[config.mk]
export PLATFORM = sky130hd
export DESIGN_NAME = fssb_bank
export DESIGN_NICKNAME = d
export VERILOG_FILES = /design/src/hw/fssb_pkg.sv /design/src/hw/fssb_bank.sv
export VERILOG_INCLUDE_DIRS = /design/src /design/src/hw
export SDC_FILE = /design/constraint.sdc
export NUM_CORES = 1
export LEC_CHECK = 0
export BUFFER_PORTS_ARGS = -buffer_cell sky130_fd_sc_hd__buf_2
export CAP_MARGIN = 20
export CORE_MARGIN = 4
export CORE_UTILIZATION = 49
export DETAILED_ROUTE_END_ITERATION = 8
export PLACE_DENSITY = 0.8
export SLEW_MARGIN = 25
export SYNTH_ARGS = -nofsm -noshare
export SYNTH_HDL_FRONTEND = slang
export SYNTH_SLANG_ARGS = --single-unit
[constraint.sdc]
create_clock -name clk -period 1.5 [get_ports clk]
set_input_delay 0.3 -clock clk [delete_from_list [all_inputs] [get_ports clk]]
set_output_delay 0.3 -clock clk [all_outputs]
set_load 0.01 [all_outputs]
[src/hw/fssb_map.svh]
`ifndef FSSB_MAP_SVH
`define FSSB_MAP_SVH

// Command codes used on the status read port
`define FSSB_CMD_SUMMARY_LOW     8'h78
`define FSSB_CMD_SUMMARY_FULL    8'h79
`define FSSB_CMD_VOUT_FAULTS     8'h7A
`define FSSB_CMD_INPUT_FAULTS    8'h7C

// Summary word bit positions
`define FSSB_SW_VOUT             15
`define FSSB_SW_INPUT            13
`define FSSB_SW_MFR              12
`define FSSB_SW_PNG              11
`define FSSB_SW_BUSY             7
`define FSSB_SW_OFF              6
`define FSSB_SW_VOUT_OV          5
`define FSSB_SW_VIN_UV           3
`define FSSB_SW_TEMP             2
`define FSSB_SW_CML              1
`define FSSB_SW_HIGH             0

// Output-voltage fault bits
`define FSSB_VO_OV_FAULT         7
`define FSSB_VO_OV_WARN          6
`define FSSB_VO_UV_WARN          5
`define FSSB_VO_UV_FAULT         4
`define FSSB_VO_MAX_WARN         3
`define FSSB_VO_TON_MAX          2

// Input-voltage fault bits
`define FSSB_VI_OV_FAULT         7
`define FSSB_VI_OV_WARN          6
`define FSSB_VI_UV_WARN          5
`define FSSB_VI_UV_FAULT         4
`define FSSB_VI_OFF              3

// Implemented-bit masks; all other bits read zero
`define FSSB_VO_MASK             8'hFC
`define FSSB_VI_MASK             8'hF8

// Reset values
`define FSSB_RST_BYTE            8'h00
`define FSSB_RST_WORD            16'h0000

`endif

[src/hw/fssb_pkg.sv]
package fssb_pkg;

  typedef struct packed {
    logic [1:0]  ctl_sync;      // Control pin synchroniser
    logic [1:0]  bias_sync;     // Input sense synchroniser
    logic        ctl_prev;      // Last synchronised control level
    logic        bias_prev;     // Last synchronised bias level
    logic        bias_lost;     // Bias was removed while latched
    logic        latched_off;   // Channel held off after a fault
    logic        chan_on;       // Channel delivering power
    logic        pg;            // Power good reflection
    logic [5:0]  vout_st;       // Sticky output-voltage bits 7..2
    logic [3:0]  vin_st;        // Sticky input-voltage bits 7..4
    logic        busy_st;
    logic        temp_st;
    logic        cml_st;
    logic        mfr_st;
    logic        alert;         // Alert pending
    logic        rd_ack;
    logic        rd_err;
    logic [15:0] rd_data;
  } fssb_state_t;

endpackage : fssb_pkg

[src/hw/fssb_bank.sv]
`timescale 1ns/1ps
`include "fssb_map.svh"
// What this block does
// - A channel shut down by a fault stays latched off, no self restart.
// - Latch releases on control toggle, operation/on-off command, or bias removed and restored.
// - Every fault or warning pulls alert low and sets its status bits.
// - Clear-faults resets status and alert, but leaves the latched off state.
// - Summary byte equals the low byte of the summary word, one register.
// - Word bit 15 set on any output voltage fault or warning.
// - Word bit 13 set on any input voltage fault or warning.
// - Word bit 12 set on any manufacturer-specific fault.
// - Word bit 11 set when power-good is enabled and negated.
// - Unsupported status bits always read zero.
// - Word bit 7 set when a command arrives while busy.
// - Word bit 6 set whenever the channel delivers no output power.
// - Word bit 5 set on output overvoltage fault.
// - Word bit 3 set on input undervoltage fault.
// - Word bit 2 set on any temperature fault or warning.
// - Word bit 1 set on communication, memory or logic fault.
// - Word bit 0 set for faults outside bits 7..1 or power not good.
// - Output-voltage register bits 7..2: ov fault, ov warn, uv warn, uv fault, max, ton.
// - Input-voltage register bits 7..4: ov fault, ov warn, uv warn, uv fault.
// - Input-voltage bit 3 set while off for insufficient input voltage.

module fssb_bank
  import fssb_pkg::*;
(
  input  wire logic        clk,              // 10 MHz clock
  input  wire logic        resetn,           // Async reset, active low
  input  wire logic        control_pin,      // Channel control pin, asynchronous
  input  wire logic        input_sense_pin,  // Bias present on input sense, asynchronous
  input  wire logic        op_cmd,           // Operation or on/off config command pulse
  input  wire logic        clear_faults,     // Clear-faults command pulse
  input  wire logic        chan_enable,      // Channel commanded on
  input  wire logic        fault_shutdown,   // Fault response shuts channel down, pulse
  input  wire logic [5:0]  vout_evt,         // Output-voltage events, bits 7..2 order
  input  wire logic [3:0]  vin_evt,          // Input-voltage events, bits 7..4 order
  input  wire logic        vin_off,          // Off for insufficient input, level
  input  wire logic        busy_evt,         // Command received while busy, pulse
  input  wire logic        temp_evt,         // Temperature fault or warning, pulse
  input  wire logic        cml_evt,          // Comm/memory/logic fault, pulse
  input  wire logic        mfr_evt,          // Manufacturer-specific fault, pulse
  input  wire logic        pg_enable,        // Power-good output enabled
  input  wire logic        pg_level,         // Internal power-good level
  input  wire logic        rd_req,           // Status read request, pulse
  input  wire logic [7:0]  rd_cmd,           // Status command code
  output logic [15:0]      rd_data,          // Read data, low byte for byte reads
  output logic             rd_ack,           // Read answer, pulse
  output logic             rd_err,           // Unknown command, pulse with ack
  output logic             alert_out_n_o,    // Alert pin output value
  output logic             alert_out_n_oe,   // Alert pin drive enable
  output logic             power_good_out,   // Power-good pin
  output logic             chan_on,          // Channel delivering power
  output logic             latched_off       // Channel held off after fault
);

  //////////////////////////////////////////////////////////////////////////////
  fssb_state_t s_r;
  fssb_state_t s_nxt;

  logic        ctl_s;
  logic        bias_s;
  logic        any_evt;
  logic        release_latch;
  logic [7:0]  vout_reg;
  logic [7:0]  vin_reg;
  logic [15:0] word_reg;
  logic        png;

  //////////////////////////////////////////////////////////////////////////////
  // Read-side view of the status registers
  always_comb begin
    png      = pg_enable & ~s_r.pg;
    vout_reg = {s_r.vout_st, 2'b00} & `FSSB_VO_MASK;
    vin_reg  = {s_r.vin_st, vin_off, 3'b000} & `FSSB_VI_MASK;
    word_reg = `FSSB_RST_WORD;
    word_reg[`FSSB_SW_VOUT]    = |vout_reg;
    word_reg[`FSSB_SW_INPUT]   = |vin_reg;
    word_reg[`FSSB_SW_MFR]     = s_r.mfr_st;
    word_reg[`FSSB_SW_PNG]     = png;
    word_reg[`FSSB_SW_BUSY]    = s_r.busy_st;
    word_reg[`FSSB_SW_OFF]     = ~s_r.chan_on;
    word_reg[`FSSB_SW_VOUT_OV] = vout_reg[`FSSB_VO_OV_FAULT];
    word_reg[`FSSB_SW_VIN_UV]  = vin_reg[`FSSB_VI_UV_FAULT];
    word_reg[`FSSB_SW_TEMP]    = s_r.temp_st;
    word_reg[`FSSB_SW_CML]     = s_r.cml_st;
    word_reg[`FSSB_SW_HIGH]    = word_reg[`FSSB_SW_VOUT] | word_reg[`FSSB_SW_INPUT]
                               | word_reg[`FSSB_SW_MFR] | png;
  end

  //////////////////////////////////////////////////////////////////////////////
  // Next-state logic
  always_comb begin
    s_nxt = s_r;

    s_nxt.ctl_sync  = {s_r.ctl_sync[0], control_pin};
    s_nxt.bias_sync = {s_r.bias_sync[0], input_sense_pin};
    ctl_s           = s_r.ctl_sync[1];
    bias_s          = s_r.bias_sync[1];
    s_nxt.ctl_prev  = ctl_s;
    s_nxt.bias_prev = bias_s;

    // Bias removal is remembered so that restoring it releases the latch
    if (s_r.latched_off && !bias_s) begin
      s_nxt.bias_lost = 1'b1;
    end else if (bias_s) begin
      s_nxt.bias_lost = 1'b0;
    end

    release_latch = (ctl_s != s_r.ctl_prev) | op_cmd
                  | (bias_s & ~s_r.bias_prev & s_r.bias_lost);

    // A new shutdown wins over a release in the same cycle
    if (fault_shutdown) begin
      s_nxt.latched_off = 1'b1;
    end else if (release_latch) begin
      s_nxt.latched_off = 1'b0;
    end

    // Clear-faults never touches the latch, so the channel stays off
    s_nxt.chan_on = chan_enable & bias_s & ~s_nxt.latched_off;
    s_nxt.pg      = pg_level & s_nxt.chan_on;

    // Sticky status: an event in the clearing cycle still sets its bit
    if (clear_faults) begin
      s_nxt.vout_st = 6'h00;
      s_nxt.vin_st  = 4'h0;
      s_nxt.busy_st = 1'b0;
      s_nxt.temp_st = 1'b0;
      s_nxt.cml_st  = 1'b0;
      s_nxt.mfr_st  = 1'b0;
      s_nxt.alert   = 1'b0;
    end
    s_nxt.vout_st = s_nxt.vout_st | vout_evt;
    s_nxt.vin_st  = s_nxt.vin_st | vin_evt;
    s_nxt.busy_st = s_nxt.busy_st | busy_evt;
    s_nxt.temp_st = s_nxt.temp_st | temp_evt;
    s_nxt.cml_st  = s_nxt.cml_st | cml_evt;
    s_nxt.mfr_st  = s_nxt.mfr_st | mfr_evt;

    any_evt     = (|vout_evt) | (|vin_evt) | busy_evt | temp_evt | cml_evt | mfr_evt;
    s_nxt.alert = s_nxt.alert | any_evt;

    // Status read port
    s_nxt.rd_ack  = rd_req;
    s_nxt.rd_err  = 1'b0;
    s_nxt.rd_data = `FSSB_RST_WORD;
    if (rd_req) begin
      case (rd_cmd)
        `FSSB_CMD_SUMMARY_LOW:  s_nxt.rd_data = {8'h00, word_reg[7:0]};
        `FSSB_CMD_SUMMARY_FULL: s_nxt.rd_data = word_reg;
        `FSSB_CMD_VOUT_FAULTS:  s_nxt.rd_data = {8'h00, vout_reg};
        `FSSB_CMD_INPUT_FAULTS: s_nxt.rd_data = {8'h00, vin_reg};
        default:                s_nxt.rd_err  = 1'b1;
      endcase
    end
  end

  //////////////////////////////////////////////////////////////////////////////
  always_ff @(posedge clk or negedge resetn) begin
    if (!resetn) begin
      s_r <= '0;
    end else begin
      s_r <= s_nxt;
    end
  end

  assign rd_data        = s_r.rd_data;
  assign rd_ack         = s_r.rd_ack;
  assign rd_err         = s_r.rd_err;
  assign alert_out_n_o  = 1'b0;
  assign alert_out_n_oe = s_r.alert;
  assign power_good_out = s_r.pg;
  assign chan_on        = s_r.chan_on;
  assign latched_off    = s_r.latched_off;

endmodule : fssb_bank

# Word level (Yosys, flattened, before mapping)
# Index checks and enable logic that the tools add are counted.
# op_classes
eq_ne	5
n_mux	8
bitwise	27
n_reduce_logical	8
# ops
cell	n
16-bit one-hot mux with 4 select lines	1
8-bit by 7-bit equality test with 1-bit output (second input constant)	4
17-bit two-way mux	1
15-bit two-way mux	1
1-bit OR	15
6-bit OR reduction	2
4-bit OR reduction	2
1-bit bitwise AND	6
6-bit OR	1
1-bit two-way mux	5
5-bit OR reduction	1
1-bit inverter	4
4-bit OR	1
2-bit nonzero test	1
1-bit logical AND	1
1-bit logical NOT	1
1-bit != test	1
# word_totals
regBits	43
inputBits	34

# Logic depth before layout (Yosys ltp)
# Gate-level depths: netlist (run 1).
# logic_depth
ltp_word	9
depth_mapped	5
depth_no_buf	3

# Least setup slack after synthesis (run 1)
# Ideal clock, no wire load.
# synth_timing
path_kind	reg2reg
start	register s_r[30] (netlist name)
end	register s_r, in the netlist rd_data[0]
setup_time_ns	0.135
arrival_time_ns	1.135
required_time_ns	1.365
setup_slack_ns	0.229
path_stages_with_launch	4
n_path_buf	0
synth_period_minus_slack_ns	1.271
cell_sequence	dfrtp_1 -> or4_1 -> nor3_1 -> a31oi_1
# synth_rtl
item	line_no	source
start, declared	fssb_bank.sv:58	fssb_state_t s_r;
start signal, assigned	fssb_bank.sv:164	s_r <= s_nxt;

==> summary.md, run 1 <==
| Metric | Value |
|---|---|
| Hpwl dp | `2610 um` |
| Depth of the CTS H-tree | `2` |
| P_leak | `0.995 nW` |
| Die area | `roughly 4500 um2` |
| Peak supply drop | `about 0.68 mV` |
| RSZ-0062 raised after global routing | `no` |
| Core Rows | `21` |
| Port Buf Inserts | `51` |
| Die height | `66.8 um` |
| WL met2 | `roughly 1600 um` |
| First-pass GRT wire length | `approximately 5300 um` |
| Vias per cell | `5.19` |
| Pins Over Slew Limit | `0` |
| Die extent in x | `66.8 um` |
| Total power | `1.81 mW` |
| CTS tree | `done` |
| Post-placement cell area | `1890 um2` |
| Final Hold Violating Endpoints | `0` |
| Crit-path max cell delay | `0.50 ns` |
| Fin area | `1960 um2` |
| Seq cells post-synth | `39` |
| Gr usage total | `16.5%` |
| CP Cell Sequence | `or4_1 -> nor2_1 -> a31oi_1` |
| Final worst slack | `0.163 ns` |
| Worst setup EP type | `flop` |
| Global route overflow | `0` |
| Total negative slack | `0 ns` |
| Hold Path Class | `primary input to flop` |
| Number of DRC markers after the initial detailed-route iteration | `17` |
| Clock slew at the register clock pins of the worst setup and hold paths | `0.11 ns` |
| Root Buffer | `clkbuf_4` |
| Critical Path RT | `1.72 ns` |
| Worst Hold Depth | `1` |
| Pwr dens | `927 nW/um2` |
| Dpl ws | `0.126 ns` |
| Clock skew | `0.00768 ns` |
| Initial core utilization | `50.8%` |
| NumNets Final | `221` |
| M1 wire length | `roughly 1400 um` |
| Synthesis warning total | `0` |
| Mapped Cells | `143` |
| Detailed Routing Iterations Pass 1 | `4` |
| Syn-to-layout area delta | `15.3%` |
| Crit-path leading delay family | `simple AND/OR/NAND/NOR gates` |
| # diodes | `0` |
| Yosys cell types | `37` |
| TritonCTS Buffers | `5` |
| Worst path slowest cell | `or4_1` |
| Mean post-synth cell area | `11.9 um2` |
| Vias | `1215` |
| Register area share after synthesis | `57.5%` |
| Hold path endpoint | `s_nxt[42]` |
| # setup viols final | `0` |
| Period utilization | `a little under 90%` |
| # IOs | `57` |
| CP Max Fanout | `3` |
| WL/cell | `14.2 um` |
| WP data arrival | `1.56 ns` |
| RR Endpoint | `rd_data[0]` |
| Vias in the first global route | `~1200` |
| Routed Antenna Nets | `0` |
| Clock Path Buffers | `2` |
| Antenna violations before repair | `0` |
| Routed WL | `3310 um` |
| Setup Crit Path Kind | `flop to flop` |
| Hold Startpoint | `control_pin` |
| Highest Signal Layer | `met4` |
| Clock sinks | `39` |
| CP bufs+invs | `0` |
| Layout cells sized above 1 | `a little under two fifths` |
| # DRC | `0` |
| Synthesized area | `1700 um2` |
| R2R setup slack | `0.16 ns` |
| FMAX | `approximately 0.75 GHz` |
| Fill cell count | `299` |
| Core Region | `roughly 3300 um2` |
| Routed length on met3 | `200 um` |
| Reg2Reg Launch Point | `s_r[24]` |
| CP Launch Type | `flop` |
| Max Cap Viol | `0` |
| Clk_lat worst skew | `0.34 ns` |
| Status | `finished, final reports clean` |
| Crit path depth | `3` |
| Routability cong. | `0.859` |
| Setup Buffers After CTS | `0` |
| Min Tclk post-route | `1.34 ns` |
| Pin count of the biggest net entering global routing | `22` |
| Fin util | `between 50% and 60%` |
| Worst-case reg-to-reg path depth | `3` |
-- final cells by class --
cell class	count	area (um2)	share of cell area, %
multi-input combinational	82	573	29.3
sequential	39	976	49.9
clock inverter	1	5.00	0.256
tap	46	57.6	2.94
inverter	5	18.8	0.960
clock buffer	7	45.0	2.30
timing repair buffer	54	280	14.3
-- cells in the final DEF, fill, tap and decap left out, types with 2 or more instances in the layout --
| cell | instances |
|---|---|
| and3b_1 | 2 |
| nand3b_1 | 2 |
| and3b_2 | 4 |
| inv_1 | 5 |
| nor2_1 | 8 |
| dfrtp_1 | 39 |
| buf_4 | 2 |
| clkbuf_1 | 2 |
| nand2_1 | 2 |
| a21oi_1 | 6 |
| clkbuf_4 | 5 |
| nand4_1 | 5 |
| o211ai_1 | 4 |
| or4_1 | 2 |
| and2b_2 | 2 |
| buf_2 | 51 |
| nor2b_1 | 3 |
| conb_1 | 5 |
| nand3_1 | 4 |
| nor4_1 | 3 |
| a21o_1 | 14 |
-- cell usage after synthesis --
cell	instances	area share, %
dfrtp_1	39	58
buf_4	18	8.0
a21o_1	14	6.2
nor2_1	8	1.8
a21oi_1	6	1.8
inv_1	5	1.1
nand4_1	5	1.8
and3b_2	4	2.4
nand3_1	4	1.2
o211ai_1	4	1.8
nor2b_1	3	1.1
nor4_1	3	1.1
and2b_2	2	1.0
and3b_1	2	1.0
nand2_1	2	0.44
nand3b_1	2	0.88
or4_1	2	0.88
a211oi_1	1	0.44
a2bb2oi_1	1	0.52
a31oi_1	1	0.37
a41o_1	1	0.59
a41oi_1	1	0.52
and2_1	1	0.37
and4b_1	1	0.59
buf_2	1	0.29
clkbuf_1	1	0.22
clkbuf_2	1	0.29
conb_1	1	0.22
maj3_2	1	0.66
nand2b_1	1	0.37
nand4b_4	1	1.4
nor3_1	1	0.29
nor3b_1	1	0.44
nor3b_2	1	0.74
nor4_2	1	0.74
o21a_1	1	0.44
xnor2_1	1	0.52
-- power breakdown --
group / switching, mW / leakage, nW / internal, mW
Clock: 0.316 / 0.0293 / 0.183
Sequential: 0.0341 / 0.471 / 1.09
Combinational: 0.100 / 0.495 / 0.0871
-- flip-flops by register name, indices dropped and copies added, names as in the netlist --
| name | count |
|---|---|
| bias_s | 1 |
| power_good_out | 1 |
| alert_out_n_oe | 1 |
| rd_data | 12 |
| s_r | 17 |
| chan_on | 1 |
| s_nxt | 2 |
| rd_err | 1 |
| latched_off | 1 |
| ctl_s | 1 |
| rd_ack | 1 |
-- per-stage QoR --
| step | cells | hold slack (ns) |
|---|---|---|
| after floorplan | 147 | 0.00441 |
| after global placement | 225 | 0.263 |
| after detailed placement | 225 | 0.274 |
| after CTS | 234 | 0.0383 |
| after global routing | 234 | 0.0205 |
| final | 234 | 0.0547 |
-- per-layer routing --
metal	GRT usage, %	up-vias
met5	0	-
met4	8.88	0
met3	6.07	11
met2	25.0	38
met1	20.2	590
li1	-	576
-- worst max-delay path by stage --
| stage | slack [ns] | from | end |
|---|---|---|---|
| floorplan | 0.23 | s_r[30] | rd_data[0] |
| global placement | 0.17 | s_r[30] | rd_data[0] |
| detailed placement | 0.13 | s_r[30] | rd_data[0] |
| CTS | 0.1 | s_r[30] | rd_data[0] |
| global route | 0.11 | s_r[30] | rd_data[0] |
| finish | 0.16 | s_r[24] | rd_data[0] |
-- cells by family (layout without fill, tap and decap cells) --
| family | after synthesis | after routing | share of synthesized area (%) |
|---|---|---|---|
| AND/OR/NAND/NOR | 45 | 45 | 18.6 |
| AO/OA/AOI/OAI | 30 | 30 | 12.6 |
| XOR/XNOR | 1 | 1 | 0.516 |
| other | 1 | 5 | 0.221 |
| flip-flops | 39 | 39 | 57.5 |
| adder cells (fa/ha/maj) | 1 | 1 | 0.664 |
| buffers and inverters | 26 | 67 | 9.88 |
-- repair_timing --
item	in CTS	in global routing
resized for setup	0	1
hold buffers	1	0
hold endpoints to repair	20	0
setup endpoints to repair	0	1
-- worst register-to-register path, delay by kind of cell (launching register included) --
kind / cells / cell delay, ns
AO/OA/AOI/OAI: 1 / 0.11
flip-flops: 1 / 0.42
AND/OR/NAND/NOR: 2 / 0.69
(Power assumes the default switching activity.)
==> run 2: changes to the inputs <==
clock period = 1.4 ns   (was 1.5 ns; I/O delays follow)
==> run 2 against run 1 <==
Against the previous run:
- wire length shrank 2.1%
- clock power rose by 80%
- die area unchanged
- sequential cell count unchanged
- total power rose by 28%
==> summary.md, run 2 (same netlist as run 1, synthesis figures left out) <==
| Metric | Value |
|---|---|
| Status | `finished, final reports clean` |
| Routability cong. | `0.872` |
| FMAX | `0.723 GHz` |
| Cell Count, Final, Fillers Out | `~240` |
| Post-placement cell area | `~1900 um2` |
| Fin area | `approximately 2000 um2` |
| CTS tree | `done` |
| P_leak | `1.05 nW` |
| RSZ-0062 raised after global routing | `yes` |
| Antenna violations before repair | `0` |
| Peak supply drop | `between 0.7 and 0.8 mV` |
| Number of DRC markers after the initial detailed-route iteration | `35` |
| Root Buffer | `clkbuf_4` |
| Fill cell count | `282` |
| CP Cell Sequence | `or4_4 -> nor3_4 -> a31oi_1` |
| Vias per cell | `5.17` |
| Clk_lat worst skew | `0.35 ns` |
| Die height | `66.8 um` |
| Sequential cell area | `976 um2` |
| Core Region | `approximately 3300 um2` |
| Min Tclk post-route | `1.38 ns` |
| NumNets Final | `225` |
| Pwr dens | `1130 nW/um2` |
| Routed WL | `3240 um` |
| WL/cell | `13.6 um` |
| Dpl cells | `about 230` |
| Vias in the first global route | `~1200` |
| Dpl ws | `-0.0108 ns` |
| Routed Antenna Nets | `0` |
| Syn-to-layout area delta | `20.6%` |
| # setup viols final | `0` |
| Detailed Routing Iterations Pass 1 | `4` |
| Pin count of the biggest net entering global routing | `40` |
| Layout cells sized above 1 | `39.6%` |
| Initial core utilization | `50.8%` |
| Die area | `between 4000 and 5000 um2` |
| Total power | `between 2 and 2.5 mW` |
| Final Hold Violating Endpoints | `0` |
| First-pass GRT wire length | `5400 um` |
| Period utilization | `98.8%` |
| Gr usage total | `16.7%` |
| Clock sinks | `39` |
| Hpwl dp | `2610 um` |
| Max Cap Viol | `0` |
| Clock Path Buffers | `2` |
| Vias | `1230` |
| Global route overflow | `0` |
| Hold Path Class | `primary input to flop` |
| Worst setup EP type | `flop` |
| Most frequent cells in the layout | `51 x buf_2, 39 x dfrtp_1, 14 x a21o_1` |
| Fin util | `roughly three fifths` |
| Crit-path max cell delay | `0.54 ns` |
| # IOs | `57` |
| Die extent in x | `66.8 um` |
| Core Rows | `21` |
| Max reg flops | `17` |
| Multi-input logic area | `583 um2` |
| Pins Over Slew Limit | `0` |
| TritonCTS Buffers | `5` |
| Register name with the most flops | `s_r` |
| # diodes | `0` |
| Critical Path RT | `1.62 ns` |
| Clock slew at the register clock pins of the worst setup and hold paths | `0.11 ns` |
| Port Buf Inserts | `between 50 and 60` |
| WP data arrival | `between 1.5 and 2 ns` |
| CP Max Fanout | `2` |
| Worst path slowest cell | `or4_4` |
| Commonest non-fill, non-tap cell in the layout | `buf_2` |
| Depth of the CTS H-tree | `2` |
| # DRC | `0` |
| CP Launch Type | `flop` |
| Setup Crit Path Kind | `flop to flop` |
| Clock skew | `approximately 0.014 ns` |
| Final worst slack | `between 0.015 and 0.02 ns` |
==> run 2: final cells by class <==
class / count / share of cell area [%]
Multi-Input combinational cell: 82 / 28.5
Inverter: 5 / 0.917
Clock inverter: 2 / 2.93
Timing Repair Buffer: 58 / 15.2
Sequential cell: 39 / 47.7
Tap cell: 46 / 2.81
Clock buffer: 6 / 2.02
==> run 2: per-stage QoR <==
| stage | TNS, ns | hold slack (ns) |
|---|---|---|
| detailed placement | -0.0108 | 0.335 |
| CTS | 0 | 0.0266 |
| finish | 0 | 0.0346 |
| global route | -0.0338 | 0.00330 |
| global placement | 0 | 0.331 |
| floorplan | 0 | -0.0156 |
==> run 2: power breakdown <==
part | total (mW) | switching (mW) | internal (mW) | leakage [nW]
sequential | 1.21 | 0.0364 | 1.17 | 0.471
combinational | 0.211 | 0.109 | 0.102 | 0.522
clock | 0.897 | 0.339 | 0.557 | 0.0525
total | 2.32 | 0.484 | 1.83 | 1.05
==> run 2: routing by layer <==
metal | GRT usage (%) | share of wire (%) | routed length [um]
met1 | 19.3 | 40 | 1300
met2 | 26.6 | 50 | 1630
met3 | 7.08 | 6.8 | 219
met4 | 8.12 | 2.8 | 91
met5 | 0 | 0 | 0
==> run 2: final timing paths <==
path,startpoint,endpoint,slack (ns),cells past startpoint
worst max-delay path,s_r[30],rd_data[0],0.02,3
min in group asynchronous,resetn,latched_off,0.50,3
max in group asynchronous,resetn,chan_on,0.58,3
worst max register to register,s_r[30],rd_data[0],0.02,3
worst min-delay path,control_pin,s_nxt[42],0.03,1
worst min register to register,s_nxt[40],bias_s,0.36,0
==> run 2: worst max-delay path, delay by kind of cell (launching register included) <==
family,cells,cell delay [ns]
flops,1,0.39
simple gates,2,0.75
compound gates,1,0.11
==> run 2: repair_timing <==
item                       4_1_cts  5_1_grt
buffers inserted                 0        1
hold endpoints to repair        39        0
hold buffers                     1        0
setup endpoints to repair        2        2
gates resized for setup          1        2
pin swaps                        0        3
